### config.mk
export PLATFORM = sky130hd
export DESIGN_NAME = autoreload_timer16_core
export DESIGN_NICKNAME = d
export VERILOG_FILES = /design/src/logic/timer_pkg.sv /design/src/logic/autoreload_timer16_core.sv
export SDC_FILE = /design/constraint.sdc
export NUM_CORES = 1
export LEC_CHECK = 0
export BUFFER_PORTS_ARGS = -buffer_cell sky130_fd_sc_hd__buf_2
export CAP_MARGIN = 25
export CORE_ASPECT_RATIO = 0.6
export CORE_MARGIN = 2
export CORE_UTILIZATION = 35
export DETAILED_ROUTE_END_ITERATION = 7
export PLACE_DENSITY = 0.59
export SLEW_MARGIN = 40
export SYNTH_ARGS = -nofsm -noshare
export SYNTH_HDL_FRONTEND = slang
export SYNTH_SLANG_ARGS = --single-unit
### constraint.sdc
create_clock -name clk -period 3.66 [get_ports clk]
set_input_delay 0.549 -clock clk [delete_from_list [all_inputs] [get_ports clk]]
set_output_delay 0.549 -clock clk [all_outputs]
set_load 0.1 [all_outputs]
### src/logic/timer_pkg.sv
package timer_pkg;

	// ************************************************************
	// Register word indices on the plain register port
	// ************************************************************
	localparam logic [3:0] ADDR_CTRL    = 4'h0;
	localparam logic [3:0] ADDR_FLAGS   = 4'h1;
	localparam logic [3:0] ADDR_CFG     = 4'h2;
	localparam logic [3:0] ADDR_RELOAD  = 4'h3;
	localparam logic [3:0] ADDR_CAPTURE = 4'h4;
	localparam logic [3:0] ADDR_COMPARE = 4'h5;
	localparam logic [3:0] ADDR_MASK    = 4'h6;
	localparam logic [3:0] ADDR_COUNTER = 4'h7;

	// ************************************************************
	// Field positions
	// ************************************************************
	// Control word
	localparam int CTRL_DIV_LO     = 6;
	localparam int CTRL_DIV_HI     = 7;
	localparam int CTRL_RELOAD_EN  = 5;
	localparam int CTRL_RUN        = 4;
	localparam int CTRL_OVF_TOGGLE = 1;
	// Flag word, write one to clear
	localparam int FLG_OVF   = 0;
	localparam int FLG_ZERO  = 1;
	localparam int FLG_CMP   = 2;
	localparam int FLG_CAP_A = 3;
	localparam int FLG_CAP_B = 4;
	localparam int FLG_W     = 5;
	// Configuration word
	localparam int CFG_PWM_EN     = 0;
	localparam int CFG_PWM_TOGGLE = 1;
	localparam int CFG_PWM_POL    = 2;
	localparam int CFG_POL_A      = 3;
	localparam int CFG_POL_B      = 4;
	localparam int CFG_SRC_LO     = 5;
	localparam int CFG_SRC_HI     = 6;
	localparam int CFG_IEN_LSB    = 8;

	// ************************************************************
	// Values and counts
	// ************************************************************
	localparam logic [15:0] CTRL_RST    = 16'h0000;
	localparam logic [15:0] CFG_RST     = 16'h0000;
	localparam logic [15:0] WORD_RST    = 16'h0000;
	localparam logic [15:0] FREE_RELOAD = 16'hffff;
	localparam logic [3:0]  DIV1_LAST   = 4'h0;
	localparam logic [3:0]  DIV4_LAST   = 4'h3;
	localparam logic [3:0]  DIV16_LAST  = 4'hf;

endpackage : timer_pkg

### src/logic/autoreload_timer16_core.sv
// Notes on behaviour
// - Counter clocks from internal clock via prescaler dividing by 1, 4 or 16.
// - Run bit low keeps the counter stopped and at zero.
// - Underflow without reload loads all ones, free running.
// - Underflow with reload enabled loads the reload/capture register.
// - Each zero-to-reload transition sets the overflow flag.
// - With reload enabled, the capture input event selected as start source reloads the counter.
// - Masked counter compared in the cycle after each count with masked compare value and zero.
// - Masked zero match sets zero flag; compare match sets compare flag.
// - Selected second-input event copies the counter into the capture register.
// - Reload register is a capture target only with reload disabled.
// - Reload disabled: both events capture while the counter runs free.
// - Reload enabled: first event reloads and starts, later event captures.
// - Two select bits choose software, first or second input start.
// - Polarity-selected second input event strobes capture into capture reg.
// - Set/reset PWM: zero match drives pin to polarity value.
// - Set/reset PWM: compare match drives pin to inverted polarity.
// - Toggle PWM inverts the pin at each masked compare match.
// - Overflow set mode raises output; only flag clear lowers it.
// - Overflow toggle mode inverts output on each overflow.
// - Zero mask matches on every prescaled count.
// - Divide select zero stops prescaler and counter; others pick 1,4,16.
// - Run bit enables counting and the capture input edge detectors.
// - Overflow flag is set only by hardware; software may only clear.
// - Interrupt is the OR of each event flag ANDed with its enable.
//
// The register offsets and strobed register access were left to the implementer.
module autoreload_timer16_core (
	input  wire logic        clk,         // 100 MHz clock
	input  wire logic        rstn,        // Async reset, active low
	input  wire logic [3:0]  addr,        // Register word index
	input  wire logic [15:0] wdata,       // Write data
	input  wire logic        wr,          // Write strobe
	input  wire logic        rd,          // Read strobe
	output logic      [15:0] rdata,       // Read data, cycle after rd
	input  wire logic        capture_input_a, // First capture input
	input  wire logic        capture_input_b, // Second capture input
	output logic             pwm_out,     // PWM pin
	output logic             overflow_output_pin, // Overflow pin
	output logic             irq          // Timer interrupt
);

	// ************************************************************
	// Reset release
	// ************************************************************
	logic rst_meta_r;
	logic rst_n_r;

	always_ff @(posedge clk or negedge rstn)
	begin
		if (!rstn)
		begin
			rst_meta_r <= 1'b0;
			rst_n_r    <= 1'b0;
		end
		else
		begin
			rst_meta_r <= 1'b1;
			rst_n_r    <= rst_meta_r;
		end
	end

	// ************************************************************
	// Registers
	// ************************************************************
	logic [15:0] ctrl_r;
	logic [15:0] cfg_r;
	logic [15:0] compare_value_reg;
	logic [15:0] mask_r;
	logic [15:0] reload_capture_reg;
	logic [15:0] capture_reg;
	logic [15:0] down_counter;
	logic [timer_pkg::FLG_W-1:0] flags_r;
	logic        run_control_bit;
	logic        reload_en;
	logic        clock_divide_sel_hi;
	logic        clock_divide_sel_lo;
	logic        pwm_output_enable;
	logic        pwm_toggle_sel;
	logic        pwm_polarity;
	logic        overflow_out_toggle_sel;
	logic [1:0]  start_src;
	logic        wr_ctrl;

	assign run_control_bit = ctrl_r[timer_pkg::CTRL_RUN];
	assign reload_en       = ctrl_r[timer_pkg::CTRL_RELOAD_EN];
	assign clock_divide_sel_hi = ctrl_r[timer_pkg::CTRL_DIV_HI];
	assign clock_divide_sel_lo = ctrl_r[timer_pkg::CTRL_DIV_LO];
	assign overflow_out_toggle_sel = ctrl_r[timer_pkg::CTRL_OVF_TOGGLE];
	assign pwm_output_enable = cfg_r[timer_pkg::CFG_PWM_EN];
	assign pwm_toggle_sel    = cfg_r[timer_pkg::CFG_PWM_TOGGLE];
	assign pwm_polarity      = cfg_r[timer_pkg::CFG_PWM_POL];
	assign start_src = {cfg_r[timer_pkg::CFG_SRC_HI],
		cfg_r[timer_pkg::CFG_SRC_LO]};
	assign wr_ctrl = wr && (addr == timer_pkg::ADDR_CTRL);

	always_ff @(posedge clk or negedge rst_n_r)
	begin
		if (!rst_n_r)
		begin
			ctrl_r            <= timer_pkg::CTRL_RST;
			cfg_r             <= timer_pkg::CFG_RST;
			compare_value_reg <= timer_pkg::WORD_RST;
			mask_r            <= timer_pkg::WORD_RST;
		end
		else if (wr)
		begin
			if (addr == timer_pkg::ADDR_CTRL)
				ctrl_r <= {8'h00, wdata[7:1], 1'b0};
			else if (addr == timer_pkg::ADDR_CFG)
				cfg_r <= {3'h0, wdata[12:8], 1'b0, wdata[6:0]};
			else if (addr == timer_pkg::ADDR_COMPARE)
				compare_value_reg <= wdata;
			else if (addr == timer_pkg::ADDR_MASK)
				mask_r <= wdata;
		end
	end

	// ************************************************************
	// Capture inputs
	// ************************************************************
	logic prev_a_r;
	logic prev_b_r;
	logic ev_a;
	logic ev_b;
	logic run_prev_r;
	logic run_rise;

	// edge history held idle while stopped
	always_ff @(posedge clk or negedge rst_n_r)
	begin
		if (!rst_n_r)
		begin
			prev_a_r   <= 1'b0;
			prev_b_r   <= 1'b0;
			run_prev_r <= 1'b0;
		end
		else
		begin
			prev_a_r   <= run_control_bit && capture_input_a;
			prev_b_r   <= run_control_bit && capture_input_b;
			run_prev_r <= run_control_bit;
		end
	end

	assign ev_a = run_control_bit && run_prev_r &&
		(cfg_r[timer_pkg::CFG_POL_A] ? (capture_input_a && !prev_a_r)
		: (!capture_input_a && prev_a_r));
	assign ev_b = run_control_bit && run_prev_r &&
		(cfg_r[timer_pkg::CFG_POL_B] ? (capture_input_b && !prev_b_r)
		: (!capture_input_b && prev_b_r));
	assign run_rise = run_control_bit && !run_prev_r;

	// ************************************************************
	// Prescaler
	// ************************************************************
	logic [3:0] presc_r;
	logic [3:0] presc_last;
	logic       tick;

	always_comb
	begin
		case ({clock_divide_sel_hi, clock_divide_sel_lo})
			2'b01:   presc_last = timer_pkg::DIV1_LAST;
			2'b10:   presc_last = timer_pkg::DIV4_LAST;
			default: presc_last = timer_pkg::DIV16_LAST;
		endcase
	end

	// divide by 1, 4 or 16
	assign tick = run_control_bit && (presc_r == presc_last) &&
		(clock_divide_sel_hi || clock_divide_sel_lo);

	always_ff @(posedge clk or negedge rst_n_r)
	begin
		if (!rst_n_r)
			presc_r <= 4'h0;
		else if (!run_control_bit || wr_ctrl || tick ||
			!(clock_divide_sel_hi || clock_divide_sel_lo))
			presc_r <= 4'h0;
		else
			presc_r <= presc_r + 4'h1;
	end

	// ************************************************************
	// Down counter
	// ************************************************************
	logic started_r;
	logic start_evt;
	logic underflow;
	logic counting;
	logic upd_r;

	always_comb
	begin
		case (start_src)
			2'b00:   start_evt = run_rise;
			2'b01:   start_evt = ev_a;
			default: start_evt = ev_b;
		endcase
	end

	assign counting  = !reload_en || started_r;
	assign underflow = tick && counting && (down_counter == 16'h0000);

	always_ff @(posedge clk or negedge rst_n_r)
	begin
		if (!rst_n_r)
			started_r <= 1'b0;
		else if (!run_control_bit)
			started_r <= 1'b0;
		else if (reload_en && start_evt)
			started_r <= 1'b1;
	end

	always_ff @(posedge clk or negedge rst_n_r)
	begin
		if (!rst_n_r)
		begin
			down_counter <= timer_pkg::WORD_RST;
			upd_r        <= 1'b0;
		end
		else
		begin
			upd_r <= run_control_bit && tick && counting;
			if (!run_control_bit)
				down_counter <= timer_pkg::WORD_RST;
			else if (reload_en && start_evt)
				down_counter <= reload_capture_reg;
			else if (underflow && reload_en)
				down_counter <= reload_capture_reg;
			else if (underflow)
				down_counter <= timer_pkg::FREE_RELOAD;
			else if (tick && counting)
				down_counter <= down_counter - 16'h0001;
		end
	end

	// ************************************************************
	// Captures
	// ************************************************************
	// second input captures counter
	always_ff @(posedge clk or negedge rst_n_r)
	begin
		if (!rst_n_r)
			capture_reg <= timer_pkg::WORD_RST;
		else if (ev_b && !(reload_en && start_evt && !started_r))
			capture_reg <= down_counter;
	end

	always_ff @(posedge clk or negedge rst_n_r)
	begin
		if (!rst_n_r)
			reload_capture_reg <= timer_pkg::WORD_RST;
		else if (!reload_en && ev_a)
			reload_capture_reg <= down_counter;
		else if (wr && addr == timer_pkg::ADDR_RELOAD)
			reload_capture_reg <= wdata;
	end

	// ************************************************************
	// Compare and flags
	// ************************************************************
	logic zero_hit;
	logic cmp_hit;
	logic [timer_pkg::FLG_W-1:0] flag_set;
	logic [timer_pkg::FLG_W-1:0] flag_clr;

	assign zero_hit = upd_r && ((down_counter & mask_r) == 16'h0000);
	assign cmp_hit  = upd_r &&
		((down_counter & mask_r) == (compare_value_reg & mask_r));

	assign flag_set = {ev_b, ev_a, cmp_hit, zero_hit, underflow};
	assign flag_clr = (wr && addr == timer_pkg::ADDR_FLAGS) ?
		wdata[timer_pkg::FLG_W-1:0] : {timer_pkg::FLG_W{1'b0}};

	always_ff @(posedge clk or negedge rst_n_r)
	begin
		if (!rst_n_r)
			flags_r <= {timer_pkg::FLG_W{1'b0}};
		else
			flags_r <= (flags_r & ~flag_clr) | flag_set;
	end

	// ************************************************************
	// Output pins
	// ************************************************************
	always_ff @(posedge clk or negedge rst_n_r)
	begin
		if (!rst_n_r)
			pwm_out <= 1'b0;
		else if (!pwm_output_enable)
			pwm_out <= pwm_polarity;
		else if (pwm_toggle_sel)
		begin
			if (cmp_hit)
				pwm_out <= !pwm_out;
		end
		// compare ends the pulse, it wins a tie
		else if (cmp_hit)
			pwm_out <= !pwm_polarity;
		else if (zero_hit)
			pwm_out <= pwm_polarity;
	end

	always_ff @(posedge clk or negedge rst_n_r)
	begin
		if (!rst_n_r)
			overflow_output_pin <= 1'b0;
		else if (overflow_out_toggle_sel)
		begin
			if (underflow)
				overflow_output_pin <= !overflow_output_pin;
		end
		// follows the flag, so only a clear lowers it
		else
			overflow_output_pin <= underflow ||
				(flags_r[timer_pkg::FLG_OVF] &&
				!flag_clr[timer_pkg::FLG_OVF]);
	end

	always_ff @(posedge clk or negedge rst_n_r)
	begin
		if (!rst_n_r)
			irq <= 1'b0;
		else
			irq <= |(flags_r &
				cfg_r[timer_pkg::CFG_IEN_LSB +: timer_pkg::FLG_W]);
	end

	// ************************************************************
	// Read port
	// ************************************************************
	always_ff @(posedge clk or negedge rst_n_r)
	begin
		if (!rst_n_r)
			rdata <= 16'h0000;
		else if (!rd)
			rdata <= 16'h0000;
		else if (addr == timer_pkg::ADDR_CTRL)
			rdata <= ctrl_r;
		else if (addr == timer_pkg::ADDR_FLAGS)
			rdata <= {11'h000, flags_r};
		else if (addr == timer_pkg::ADDR_CFG)
			rdata <= cfg_r;
		else if (addr == timer_pkg::ADDR_RELOAD)
			rdata <= reload_capture_reg;
		else if (addr == timer_pkg::ADDR_CAPTURE)
			rdata <= capture_reg;
		else if (addr == timer_pkg::ADDR_COMPARE)
			rdata <= compare_value_reg;
		else if (addr == timer_pkg::ADDR_MASK)
			rdata <= mask_r;
		else if (addr == timer_pkg::ADDR_COUNTER)
			rdata <= down_counter;
		else
			rdata <= 16'h0000;
	end

	// ************************************************************
	// Checks
	// ************************************************************
	property p_stop_zero;
		@(posedge clk) disable iff (!rst_n_r)
		!$past(run_control_bit) |-> down_counter == 16'h0000;
	endproperty
	a_stop_zero: assert property (p_stop_zero)
		else $error("counter not zero while stopped");

	property p_free_reload;
		@(posedge clk) disable iff (!rst_n_r)
		(underflow && !reload_en && !start_evt) |=>
			down_counter == 16'hffff;
	endproperty
	a_free_reload: assert property (p_free_reload)
		else $error("free running reload not all ones");

	property p_reg_reload;
		@(posedge clk) disable iff (!rst_n_r)
		(underflow && reload_en) |=>
			down_counter == $past(reload_capture_reg);
	endproperty
	a_reg_reload: assert property (p_reg_reload)
		else $error("underflow did not reload register value");

	property p_ovf_flag;
		@(posedge clk) disable iff (!rst_n_r)
		underflow |=> flags_r[timer_pkg::FLG_OVF];
	endproperty
	a_ovf_flag: assert property (p_ovf_flag)
		else $error("overflow flag not set");

	property p_no_sw_set;
		@(posedge clk) disable iff (!rst_n_r)
		(!flags_r[timer_pkg::FLG_OVF] && !underflow) |=>
			!flags_r[timer_pkg::FLG_OVF];
	endproperty
	a_no_sw_set: assert property (p_no_sw_set)
		else $error("overflow flag set without overflow");

	property p_capture;
		@(posedge clk) disable iff (!rst_n_r)
		(ev_b && started_r) |=> capture_reg == $past(down_counter);
	endproperty
	a_capture: assert property (p_capture)
		else $error("capture register missed counter value");

	property p_reload_kept;
		@(posedge clk) disable iff (!rst_n_r)
		(reload_en && !wr) |=> $stable(reload_capture_reg);
	endproperty
	a_reload_kept: assert property (p_reload_kept)
		else $error("reload value overwritten by capture");

	property p_pwm_idle;
		@(posedge clk) disable iff (!rst_n_r)
		!pwm_output_enable |=> pwm_out == $past(pwm_polarity);
	endproperty
	a_pwm_idle: assert property (p_pwm_idle)
		else $error("disabled pwm pin not at polarity");

	property p_pwm_toggle;
		@(posedge clk) disable iff (!rst_n_r)
		(pwm_output_enable && pwm_toggle_sel && cmp_hit) |=>
			pwm_out != $past(pwm_out);
	endproperty
	a_pwm_toggle: assert property (p_pwm_toggle)
		else $error("pwm did not toggle on compare");

	property p_ovf_toggle;
		@(posedge clk) disable iff (!rst_n_r)
		(overflow_out_toggle_sel && underflow) |=>
			overflow_output_pin != $past(overflow_output_pin);
	endproperty
	a_ovf_toggle: assert property (p_ovf_toggle)
		else $error("overflow pin did not toggle");

	property p_div16;
		@(posedge clk) disable iff (!rst_n_r)
		(tick && clock_divide_sel_hi && clock_divide_sel_lo && !wr) |=>
			!tick [*8];
	endproperty
	a_div16: assert property (p_div16)
		else $error("divide by sixteen tick too early");

endmodule : autoreload_timer16_core

# Word-level counts from Yosys, hierarchy flattened
# Index checks and enable logic that the tools add are counted.
# totals
reg_bits,134
inputBits,26
out_inout_bits,19
elab_cells,137
# classes
n_addsub,2
n_eq_ne,17
muxes,31
n_bitwise,9
reduce_logical,58
# ops
operator,count
two-way mux 16 bit,16
bitwise AND 16 bit,2
logical NOT 16 bit,2
logical AND 1 bit,27
== test 16 bit,1
== test 4 x 3 -> 1 bit (second input constant),4
subtractor 16 x 1 -> 16 bit (second input constant),1
logical NOT 1 bit,14
two-way mux 1 bit,11
bitwise AND 5 bit,2
== test 4 x 2 -> 1 bit (second input constant),2
one-hot mux 4 bit (2 select lines),1
logical OR 1 bit,6
two-way mux 5 bit,1
inequality test 5 x 1 -> 1 bit (second input constant),1
inverter 5 bit,1
bitwise OR 5 bit,1
AND reduction 5 bit,1
OR reduction 5 bit,1
adder 4 x 1 -> 4 bit (second input constant),1
== test 2 x 1 -> 1 bit (second input constant),2
== test 4 x 1 -> 1 bit (second input constant),1
== test 4 bit,1
logical NOT 4 bit,1
other kinds (12),16

# Longest topological paths before layout
# Gate-level depths: netlist of run 1.
# logic_depth
ltp_word,11
depth_mapped,11
mapped_depth_nobuf,9

# Least setup slack after synthesis of run 1
# Ideal clock, no wire load.
# synth_path
path_kind,in2reg
from,input capture_input_b
to,register capture_reg[10]
setup_time_ps,125
t_arrival_ps,2065
t_required_ps,3535
setup_slack_ps,1470
cell_stages,7
path_buffers,1
path_cell_list,nor3b_1 > o21bai_1 > a22oi_1 > nand2_1 > o21ai_4 > buf_4 > mux2_2
# synth_between
elab_chain_cells,9
word_cells_on_any_way,10
cone_classes,mux: 2; reduce/logical: 8
# synth_lines
element,line_no,rtl
from (decl),autoreload_timer16_core.sv:37,"input wire logic capture_input_b,"
logical NOT 1 bit,autoreload_timer16_core.sv:151,: (!capture_input_b && prev_b_r));
logical AND 1 bit,autoreload_timer16_core.sv:151,
two-way mux 1 bit *,autoreload_timer16_core.sv:150,(cfg_r[timer_pkg::CFG_POL_B] ? (capture_input_b && !prev_b_r)
logical AND 1 bit *,autoreload_timer16_core.sv:149,assign ev_b = run_control_bit && run_prev_r &&
one-hot mux 1 bit (2 select lines),autoreload_timer16_core.sv:196,case (start_src)
logical AND 1 bit (2 in a row),autoreload_timer16_core.sv:247,else if (ev_b && !(reload_en && start_evt && !started_r))
logical NOT 1 bit,autoreload_timer16_core.sv:247,
logical AND 1 bit *,autoreload_timer16_core.sv:247,
to (signal assigned),autoreload_timer16_core.sv:246,capture_reg <= timer_pkg::WORD_RST;
to (signal assigned),autoreload_timer16_core.sv:248,capture_reg <= down_counter;
to (decl),autoreload_timer16_core.sv:71,logic [15:0] capture_reg;
# Every way passes the cells marked *; elsewhere a longest branch is shown, timed or not.
# A chain may end at the register's enable or synchronous reset.

# Worst setup path in the final report of run 1
# layout_path
from,register down_counter[0]
to,register down_counter[15]
# layout_between
elab_chain_cells,6
word_cells_on_any_way,10
cone_classes,add/sub: 1; eq/ne: 1; mux: 5; reduce/logical: 3
# layout_lines
element,line_no,rtl
from (decl),autoreload_timer16_core.sv:72,logic [15:0] down_counter;
from (signal assigned),autoreload_timer16_core.sv:220,down_counter <= timer_pkg::WORD_RST;
from (signal assigned),autoreload_timer16_core.sv:227,down_counter <= timer_pkg::WORD_RST;
from (signal assigned),autoreload_timer16_core.sv:229,down_counter <= reload_capture_reg;
subtractor 16 x 1 -> 16 bit / logical NOT 16 bit (equally long branches),"autoreload_timer16_core.sv:235, autoreload_timer16_core.sv:204",
two-way mux 16 bit / logical AND 1 bit (equally long branches),"autoreload_timer16_core.sv:234, autoreload_timer16_core.sv:204",
two-way mux 16 bit / logical AND 1 bit (equally long branches),"autoreload_timer16_core.sv:232, autoreload_timer16_core.sv:230",
two-way mux 16 bit,autoreload_timer16_core.sv:230,else if (underflow && reload_en)
two-way mux 16 bit,autoreload_timer16_core.sv:228,else if (reload_en && start_evt)
two-way mux 16 bit,autoreload_timer16_core.sv:226,if (!run_control_bit)
# Parallel ways exist; a longest one is shown, timed or not. The select of a mux whose other input is x is not followed.

==> reports/metrics.cfg, run 1 <==
[synthesis]
synth_area_leaders = dfrtp_1, mux2_2, o21ai_0
syn-instance-count = 682
ys_seq_elements = 134
async_flop_share_pct = 100.0
synth_edf_count = 0
syn-num-nets = 713
synth_cell_types = 73
syn_area_um2 = 7038
yosysWarnings = 0
synth_ff_type = dfrtp_1
yosys.area.top_type = dfrtp_1
syn_area_per_cell_um2 = 10.32
synth.yosys.seq_area_share_pct = 47.64
synth_top_area_share_pct = 47.64

[die]
die-area_um2 = 21300
initial_core_util_pct = 35.42
rows = 40
dieWidth_um = 187.1
core_um2 = 19870
fp.dieH_um = 113.8
ios = 45

[clock_network]
cts_setup_buffers = 0
insertion_delay_ps = 430
tritoncts = yes
ctsLongestPathBuffers = 2
htree_levels = 4
cts-buffers-inserted = 17
cts-root-buf = clkbuf_16
clkSlewWorstSetupHoldPaths_ps = 60
cts_sinks = 134

[setup_path]
cpPeakStageDelay_ps = 430
cp.arrival_ps = 3130
crit_fanout = 8
timing_worst_setup_path_type = register to register
start_kind = register
reg2reg_from = down_counter[0]
regToRegEndpoint = down_counter[15]
path_cells = buf_4 -> inv_1 -> ha_1 -> nor4b_1 -> nand2_1 -> nor4_2 -> o21ai_1 -> o221a_2 -> o32a_1
worst_path_max_delay_cell = nor4_2
critPathCaptureType = register
rr_worst_depth = 9
critPathRequiredTime_ps = 3970
reg2reg_slack_ps = 840

[grt]
grt_first_pass_wirelength_um = 34420
grt_pass1_vias = 5539
grt_remaining_overflow = 0
antenna_found_initial = 0
grt_max_degree = 59
grtUsageTotal_pct = 21.67

[sta]
skew_ps = 9.651
hold_viol_final = 0
rsz0062_at_grt = no
finalMaxSlewViolations = 0
fmax_mhz = 355.0
final.hold.worst_slack_ps = 220.9
tightest_slew_ps = 767.7
fin_crit_sh_pct = 76.96
tns_ps = 0
period_needed_ps = 2817
finalSetupViolCount = 0
relSlewSlack_pct = 48.82

[route]
ant_nets = 0
drtIter0Drc = 810
drcViolationCount = 0
wl_per_cell_um = 22.04
first_pass_iters = 8
drt_wl_total_um = 22280
num_vias = 5886
route.detailed.vias_per_inst = 5.822

[worst_hold_path]
hold_path.class = register to asynchronous set/reset pin

[final_layout]
layout_common_cells = dfrtp_1, mux2_2, nand2_1
fin_util_pct = 41.50
fin_cells = 1011
final_common_cell = dfrtp_1
fill_cells = 1964
layout-drive-gt1-share_pct = 26.29
diodes = 0
fin_nets = 756
area_growth_syn_to_layout_pct = 17.16

[pwr]
switchingPower_uw = 2348
p_sw_share_pct = 38.83
total_power_uw = 6046
internal_power_uw = 3698
leakagePower_uw = 0.003746
pwr-share-comb_pct = 31.4
pwr-share-clk_pct = 29.8
power_density_nw_per_um2 = 733.3
peakVddDrop_v = 0.0003803
power_frac_seq_pct = 38.8

[placed_design]
dpl.hpwl_um = 16290
portBuffers = 44
dp_cells = 977
globalplace.congestion = 0.8793

[job]
maxCapViolCount = 0

[status]
outcome = finished, final reports clean

-- how the worst max path moves through the flow --
stage / startpoint / endpoint / slack, ps / cells after the start
floorplan: rst_n_r / capture_reg[0] / 1430 / 0
global placement: addr[1] / rdata[2] / 840 / 6
detailed placement: addr[1] / rdata[2] / 810 / 6
CTS: ctrl_r[7] / down_counter[15] / 890 / 8
global route: ctrl_r[7] / down_counter[15] / 670 / 8
finish: down_counter[0] / down_counter[15] / 840 / 9
-- cell type report --
cell class / instances / area, um^2 / share of cell area, %
Inverter: 12 / 45.04 / 0.5463
Sequential cell: 134 / 3357 / 40.71
Timing Repair Buffer: 71 / 450.4 / 5.463
Multi-Input combinational cell: 489 / 3437 / 41.68
Tap cell: 273 / 341.6 / 4.143
Clock buffer: 18 / 439.2 / 5.326
Clock inverter: 14 / 175.2 / 2.124
-- cell usage after synthesis (all sizes together), types with 3 or more instances --
master,number
nor3,16
mux2,70
a222oi,11
nor3b,10
nand3b,3
nand3,10
o22ai,6
and3b,4
dfrtp,134
nor2,46
o21ai,64
a31oi,3
a21boi,6
mux2i,21
nor2b,7
inv,12
nand2,65
buf,20
clkbuf,27
a32oi,4
a2bb2oi,7
nand2b,7
xor2,17
or3,3
a221oi,4
or2,4
o2111ai,3
ha,5
a21oi,30
o211ai,4
a22oi,10
o311ai,4
nand4,3
nor4,8
-- routing by layer --
layer  track usage, %  up-vias  wire [um]
li1                 -     2597          -
met1            34.97     2973      11200
met5                0        -          0
met2            28.05      297       8476
met4            4.127        0        177
met3            5.969       19       2424
-- power groups by stage --
stage / Sequential [uW] / Clock (uW) / Combinational (uW)
finish: 2340 / 1800 / 1900
global route: 2390 / 1890 / 2070
CTS: 2340 / 1820 / 1850
detailed placement: 2360 / 0 / 1840
global placement: 2350 / 0 / 1810
floorplan: 2330 / 0 / 1200
-- cell families (layout without fill, tap and decap cells) --
family | after synthesis | after routing | share of synthesized area, %
mux | 92 | 92 | 14.51
buf+inv | 59 | 115 | 3.627
xor+xnor | 18 | 18 | 2.240
simple gates | 200 | 200 | 14.79
other cells | 1 | 1 | 0.05328
compound gates | 173 | 173 | 16.25
fa+ha+maj | 5 | 5 | 0.8889
flops | 134 | 134 | 47.64
-- stage by stage --
stage / setup slack (ps) / area, um^2
6_report: 843.4 / 8245
5_1_grt: 672.4 / 8245
4_1_cts: 890.0 / 8225
3_5_place_dp: 813.7 / 7601
3_3_place_gp: 836.0 / 7599
2_1_floorplan: 1431 / 7039
-- repair_timing --
action,CTS,global route
endpoints found under the hold margin,2,0
hold buffers,1,0
resized for setup,0,0
-- worst max-delay path: cells and delay by family, from the launching register on --
kind	cells	cell delay (ps)
AND/OR/NAND/NOR	3	950
adder cells (fa/ha/maj)	1	150
AO/OA/AOI/OAI	3	920
buffers and inverters	2	310
flip-flops	1	360
No activity file was read; power rests on OpenSTA's default activity.
==> run 2, diff against run 1 <==
ABC_AREA = 1   (was not set)
clock period = 2.3 ns   (was 3.66 ns; I/O delays follow)
==> run 2 against run 1 <==
Net effect:
- non-clock buffer count is 9 higher
- die area is 0.36% higher
- power is 53% higher
- via count is 17% higher
- core utilization is 0.70 points higher
- first-iteration DRC count is 1.5% higher
- worst setup slack worse by 670 ps
- global-route usage is 2.9 points higher
- critical endpoint is now down_counter[1]
- largest cell class is now flip-flops and latches
- highest routed layer is now met5
==> reports/metrics.cfg, run 2 <==
[setup_path]
critical_path_buf_inv_count = 3  ; was 2
reg2reg_slack_ps = 170  ; was 840 ps
critPathCaptureType = register  ; unchanged
crit_family = simple AND/OR/NAND/NOR gates  ; unchanged
crit_fanout = 16  ; was 8
worst_path_max_delay_cell = dfrtp_1  ; was nor4_2
critPathRequiredTime_ps = 2580  ; was 3970 ps
reg2reg_from = ctrl_r[6]  ; was down_counter[0]
cpPeakStageDelay_ps = 400  ; was 430 ps
timing_worst_setup_path_type = register to register  ; unchanged
crit_path_start = ctrl_r[6]  ; was down_counter[0]
path_cells = inv_1 -> ha_1 -> inv_1 -> nand2_1 -> nand2_1 -> nand3_1 -> nor2_2 -> nand3_4 -> nand2_4 -> nand2_4 -> nand2_4 -> inv_4 -> nand2_1 -> o21ai_0  ; was buf_4 -> inv_1 -> ha_1 -> nor4b_1 -> nand2_1 -> nor4_2 -> o21ai_1 -> o221a_2 -> o32a_1
start_kind = register  ; unchanged
cp.arrival_ps = 2420  ; was 3130 ps

[pwr]
p_sw_share_pct = 39.94  ; was 38.83%
power_density_nw_per_um2 = 1099  ; was 733.3 nW/um^2
leakagePower_uw = 0.004127  ; was 0.003746 uW
switchingPower_uw = 3691  ; was 2348 uW
peakVddDrop_v = 0.0006587  ; was 0.0003803 V
power_frac_seq_pct = 38.1  ; was 38.8%
internal_power_uw = 5551  ; was 3698 uW
pwr-share-clk_pct = 30.9  ; was 29.8%
pwr-share-comb_pct = 30.9  ; was 31.4%

[worst_hold_path]
hold_path.class = input port to register  ; was register to asynchronous set/reset pin
min-delay-start = capture_input_b

[synthesis]
synth.yosys.seq_area_share_pct = 47.47  ; was 47.64%
yosysWarnings = 0  ; unchanged
yosys.area.top_type = dfrtp_1  ; unchanged
synth_ff_type = dfrtp_1  ; unchanged
synth_area_leaders = dfrtp_1, nand2_1, o21ai_0  ; was dfrtp_1, mux2_2, o21ai_0
syn_area_per_cell_um2 = 7.679  ; was 10.32 um^2
synthTopCellsByCount = nand2_1, o21ai_0, dfrtp_1  ; was dfrtp_1, mux2_2, nand2_1
synth_cell_types = 41  ; was 73
async_flop_share_pct = 100.0  ; unchanged
synth_top_area_share_pct = 47.47  ; was 47.64%
synth_edf_count = 0  ; unchanged
syn-num-nets = 951  ; was 713
ys_seq_elements = 134  ; unchanged
post-synth-top-count-cell = nand2_1  ; was dfrtp_1
syn-instance-count = 920  ; was 682
syn_area_um2 = 7064  ; was 7038 um^2

[job]
maxCapViolCount = 0  ; unchanged

[sta]
finalSetupViolCount = 0  ; unchanged
tightest_slew_ps = 582.1  ; was 767.7 ps
tns_ps = 0  ; unchanged
hold_viol_final = 0  ; unchanged
period_needed_ps = 2131  ; was 2817 ps
relSlewSlack_pct = 61.10  ; was 48.82%
finalMaxSlewViolations = 0  ; unchanged
fin_crit_sh_pct = 92.67  ; was 76.96%
skew_ps = 8.945  ; was 9.651 ps
fmax_mhz = 469.2  ; was 355.0 MHz
rsz0062_at_grt = no  ; unchanged

[grt]
antenna_found_initial = 0  ; unchanged
grt_use_met3_pct = 8.185  ; was 5.969%
grt_remaining_overflow = 0  ; unchanged
grt-busiest-layer = met1  ; unchanged
grtUsageTotal_pct = 24.54  ; was 21.67%
grt_max_degree = 47  ; was 59
grt_first_pass_wirelength_um = 38670  ; was 34420 um
grt_util_met2_pct = 31.62  ; was 28.05%
grt_use_met1_pct = 37.99  ; was 34.97%
grt_pass1_vias = 6480  ; was 5539

[placed_design]
dp_cells = 1239  ; was 977
dpl.hpwl_um = 18850  ; was 16290 um
globalplace.congestion = 0.9979  ; was 0.8793
portBuffers = 44  ; unchanged

[final_layout]
diodes = 0  ; unchanged
final_common_cell = nand2_1  ; was dfrtp_1
layout-drive-gt1-share_pct = 13.13  ; was 26.29%
layout_common_cells = nand2_1, o21ai_0, dfrtp_1  ; was dfrtp_1, mux2_2, nand2_1
fin_cells = 1271  ; was 1011
area_growth_syn_to_layout_pct = 18.99  ; was 17.16%
fin_nets = 1017  ; was 756

[clock_network]
ctsLongestPathBuffers = 2  ; unchanged
cts-root-buf = clkbuf_16  ; unchanged
tritoncts = yes  ; unchanged
cts_resized = 0  ; unchanged
insertion_delay_ps = 430  ; about the same
htree_levels = 4  ; unchanged
clkSlewWorstSetupHoldPaths_ps = 60  ; about the same
cts-buffers-inserted = 17  ; unchanged
cts_sinks = 134  ; unchanged

[route]
first_pass_iters = 6  ; was 8
route.detailed.vias_per_inst = 5.398  ; was 5.822
num_vias = 6861  ; was 5886
drtIter0Drc = 822  ; was 810
drcViolationCount = 0  ; unchanged
wl_per_cell_um = 19.70  ; was 22.04 um
ant_nets = 0  ; unchanged
drt_wl_total_um = 25040  ; was 22280 um

[die]
die-area_um2 = 21370  ; was 21300 um^2
fp.dieH_um = 114.0  ; was 113.8 um
initial_core_util_pct = 35.46  ; was 35.42%
ios = 45  ; unchanged
rows = 40  ; unchanged
dieWidth_um = 187.4  ; was 187.1 um
core_um2 = 19920  ; was 19870 um^2

[status]
outcome = finished, final reports clean  ; unchanged

## run 2: changes by cell type in the layout (fill, tap and decap cells not counted), sizes merged, moves of 10 or more
cell and delta:
nor2 +23, a222oi -11, nor3 -11, mux2i -21, inv +81, o211ai +14
nand2 +175, a22oi -10, xor2 -10, mux2 -69, nor3b -10, nand3 +72
o21ai +90
## run 2: worst reg2reg max path, stage by stage (launching register included)
cell     delay [ps]
dfrtp_1         400
inv_1            60
ha_1            340
inv_1            90
nand2_1          50
nand2_1          60
nand3_1          80
nor2_2          210
nand3_4         110
nand2_4         110
nand2_4         130
nand2_4         100
inv_4            90
nand2_1          80
o21ai_0          80
## run 2: timing repair
item / CTS / global route
hold buffers: 1 / 0
endpoints found under the setup margin: 0 / 0
endpoints found under the hold margin: 2 / 0
setup buffers: 0 / 0
## run 2: through the flow
step / utilization, % / total power, uW / setup slack, ps / hold slack [ps] / area [um^2]
2_1_floorplan: - / 5393 / 71.27 / 49.41 / 7066
3_3_place_gp: 39.10 / 6273 / 184.8 / 131.8 / 7787
3_5_place_dp: 39.10 / 6302 / 188.9 / 133.7 / 7787
4_1_cts: 42.20 / 9179 / 175.4 / 113.2 / 8406
5_1_grt: 42.20 / 9755 / 10.96 / 149.2 / 8406
6_report: 42.20 / 9242 / 168.7 / 119.4 / 8406
## run 2: power by group through the flow
stage | Combinational (uW) | Clock [uW] | Sequential, uW
finish | 2860 | 2860 | 3520
global route | 3190 | 2990 | 3580
CTS | 2810 | 2890 | 3480
detailed placement | 2790 | 0 | 3510
global placement | 2760 | 0 | 3520
floorplan | 1830 | 0 | 3560
## run 2: path summary, 6_finish.rpt
path / depth (start not counted) / endpoint
hold reg to reg: 0 / reload_capture_reg[6]
setup / recovery: 14 / down_counter[1]
hold / removal: 3 / prev_b_r
min in group asynchronous: 2 / rst_n_r
setup reg to reg: 14 / down_counter[1]
max in group asynchronous: 1 / capture_reg[3]
## run 2: metal layers
metal,share of wire (%),vias up
li1,-,3182
met1,49,3299
met3,12,34
met5,0.16,-
met2,37,344
met4,1.4,2
## run 2: kinds of logic after synthesis
logic type	after synthesis	share of synthesized area, %
and+or+nand+nor	414	25.10
AOI/OAI and AO/OA	222	17.30
DFF	134	47.47
buffers and inverters	132	7.669
xor gates and xnor gates	11	1.364
adders and majority gates	5	0.8856
other	1	0.05308
muxes	1	0.1594
## run 2: layout make-up
type / count / area, um^2
clock buffers: 20 / 456.7
clock inverters: 11 / 151.4
fillers: 2084 / 11510
inverters: 99 / 374.1
multi-input cells: 654 / 3169
flip-flops and latches: 134 / 3357
well taps: 273 / 341.6
repair buffers: 80 / 555.5
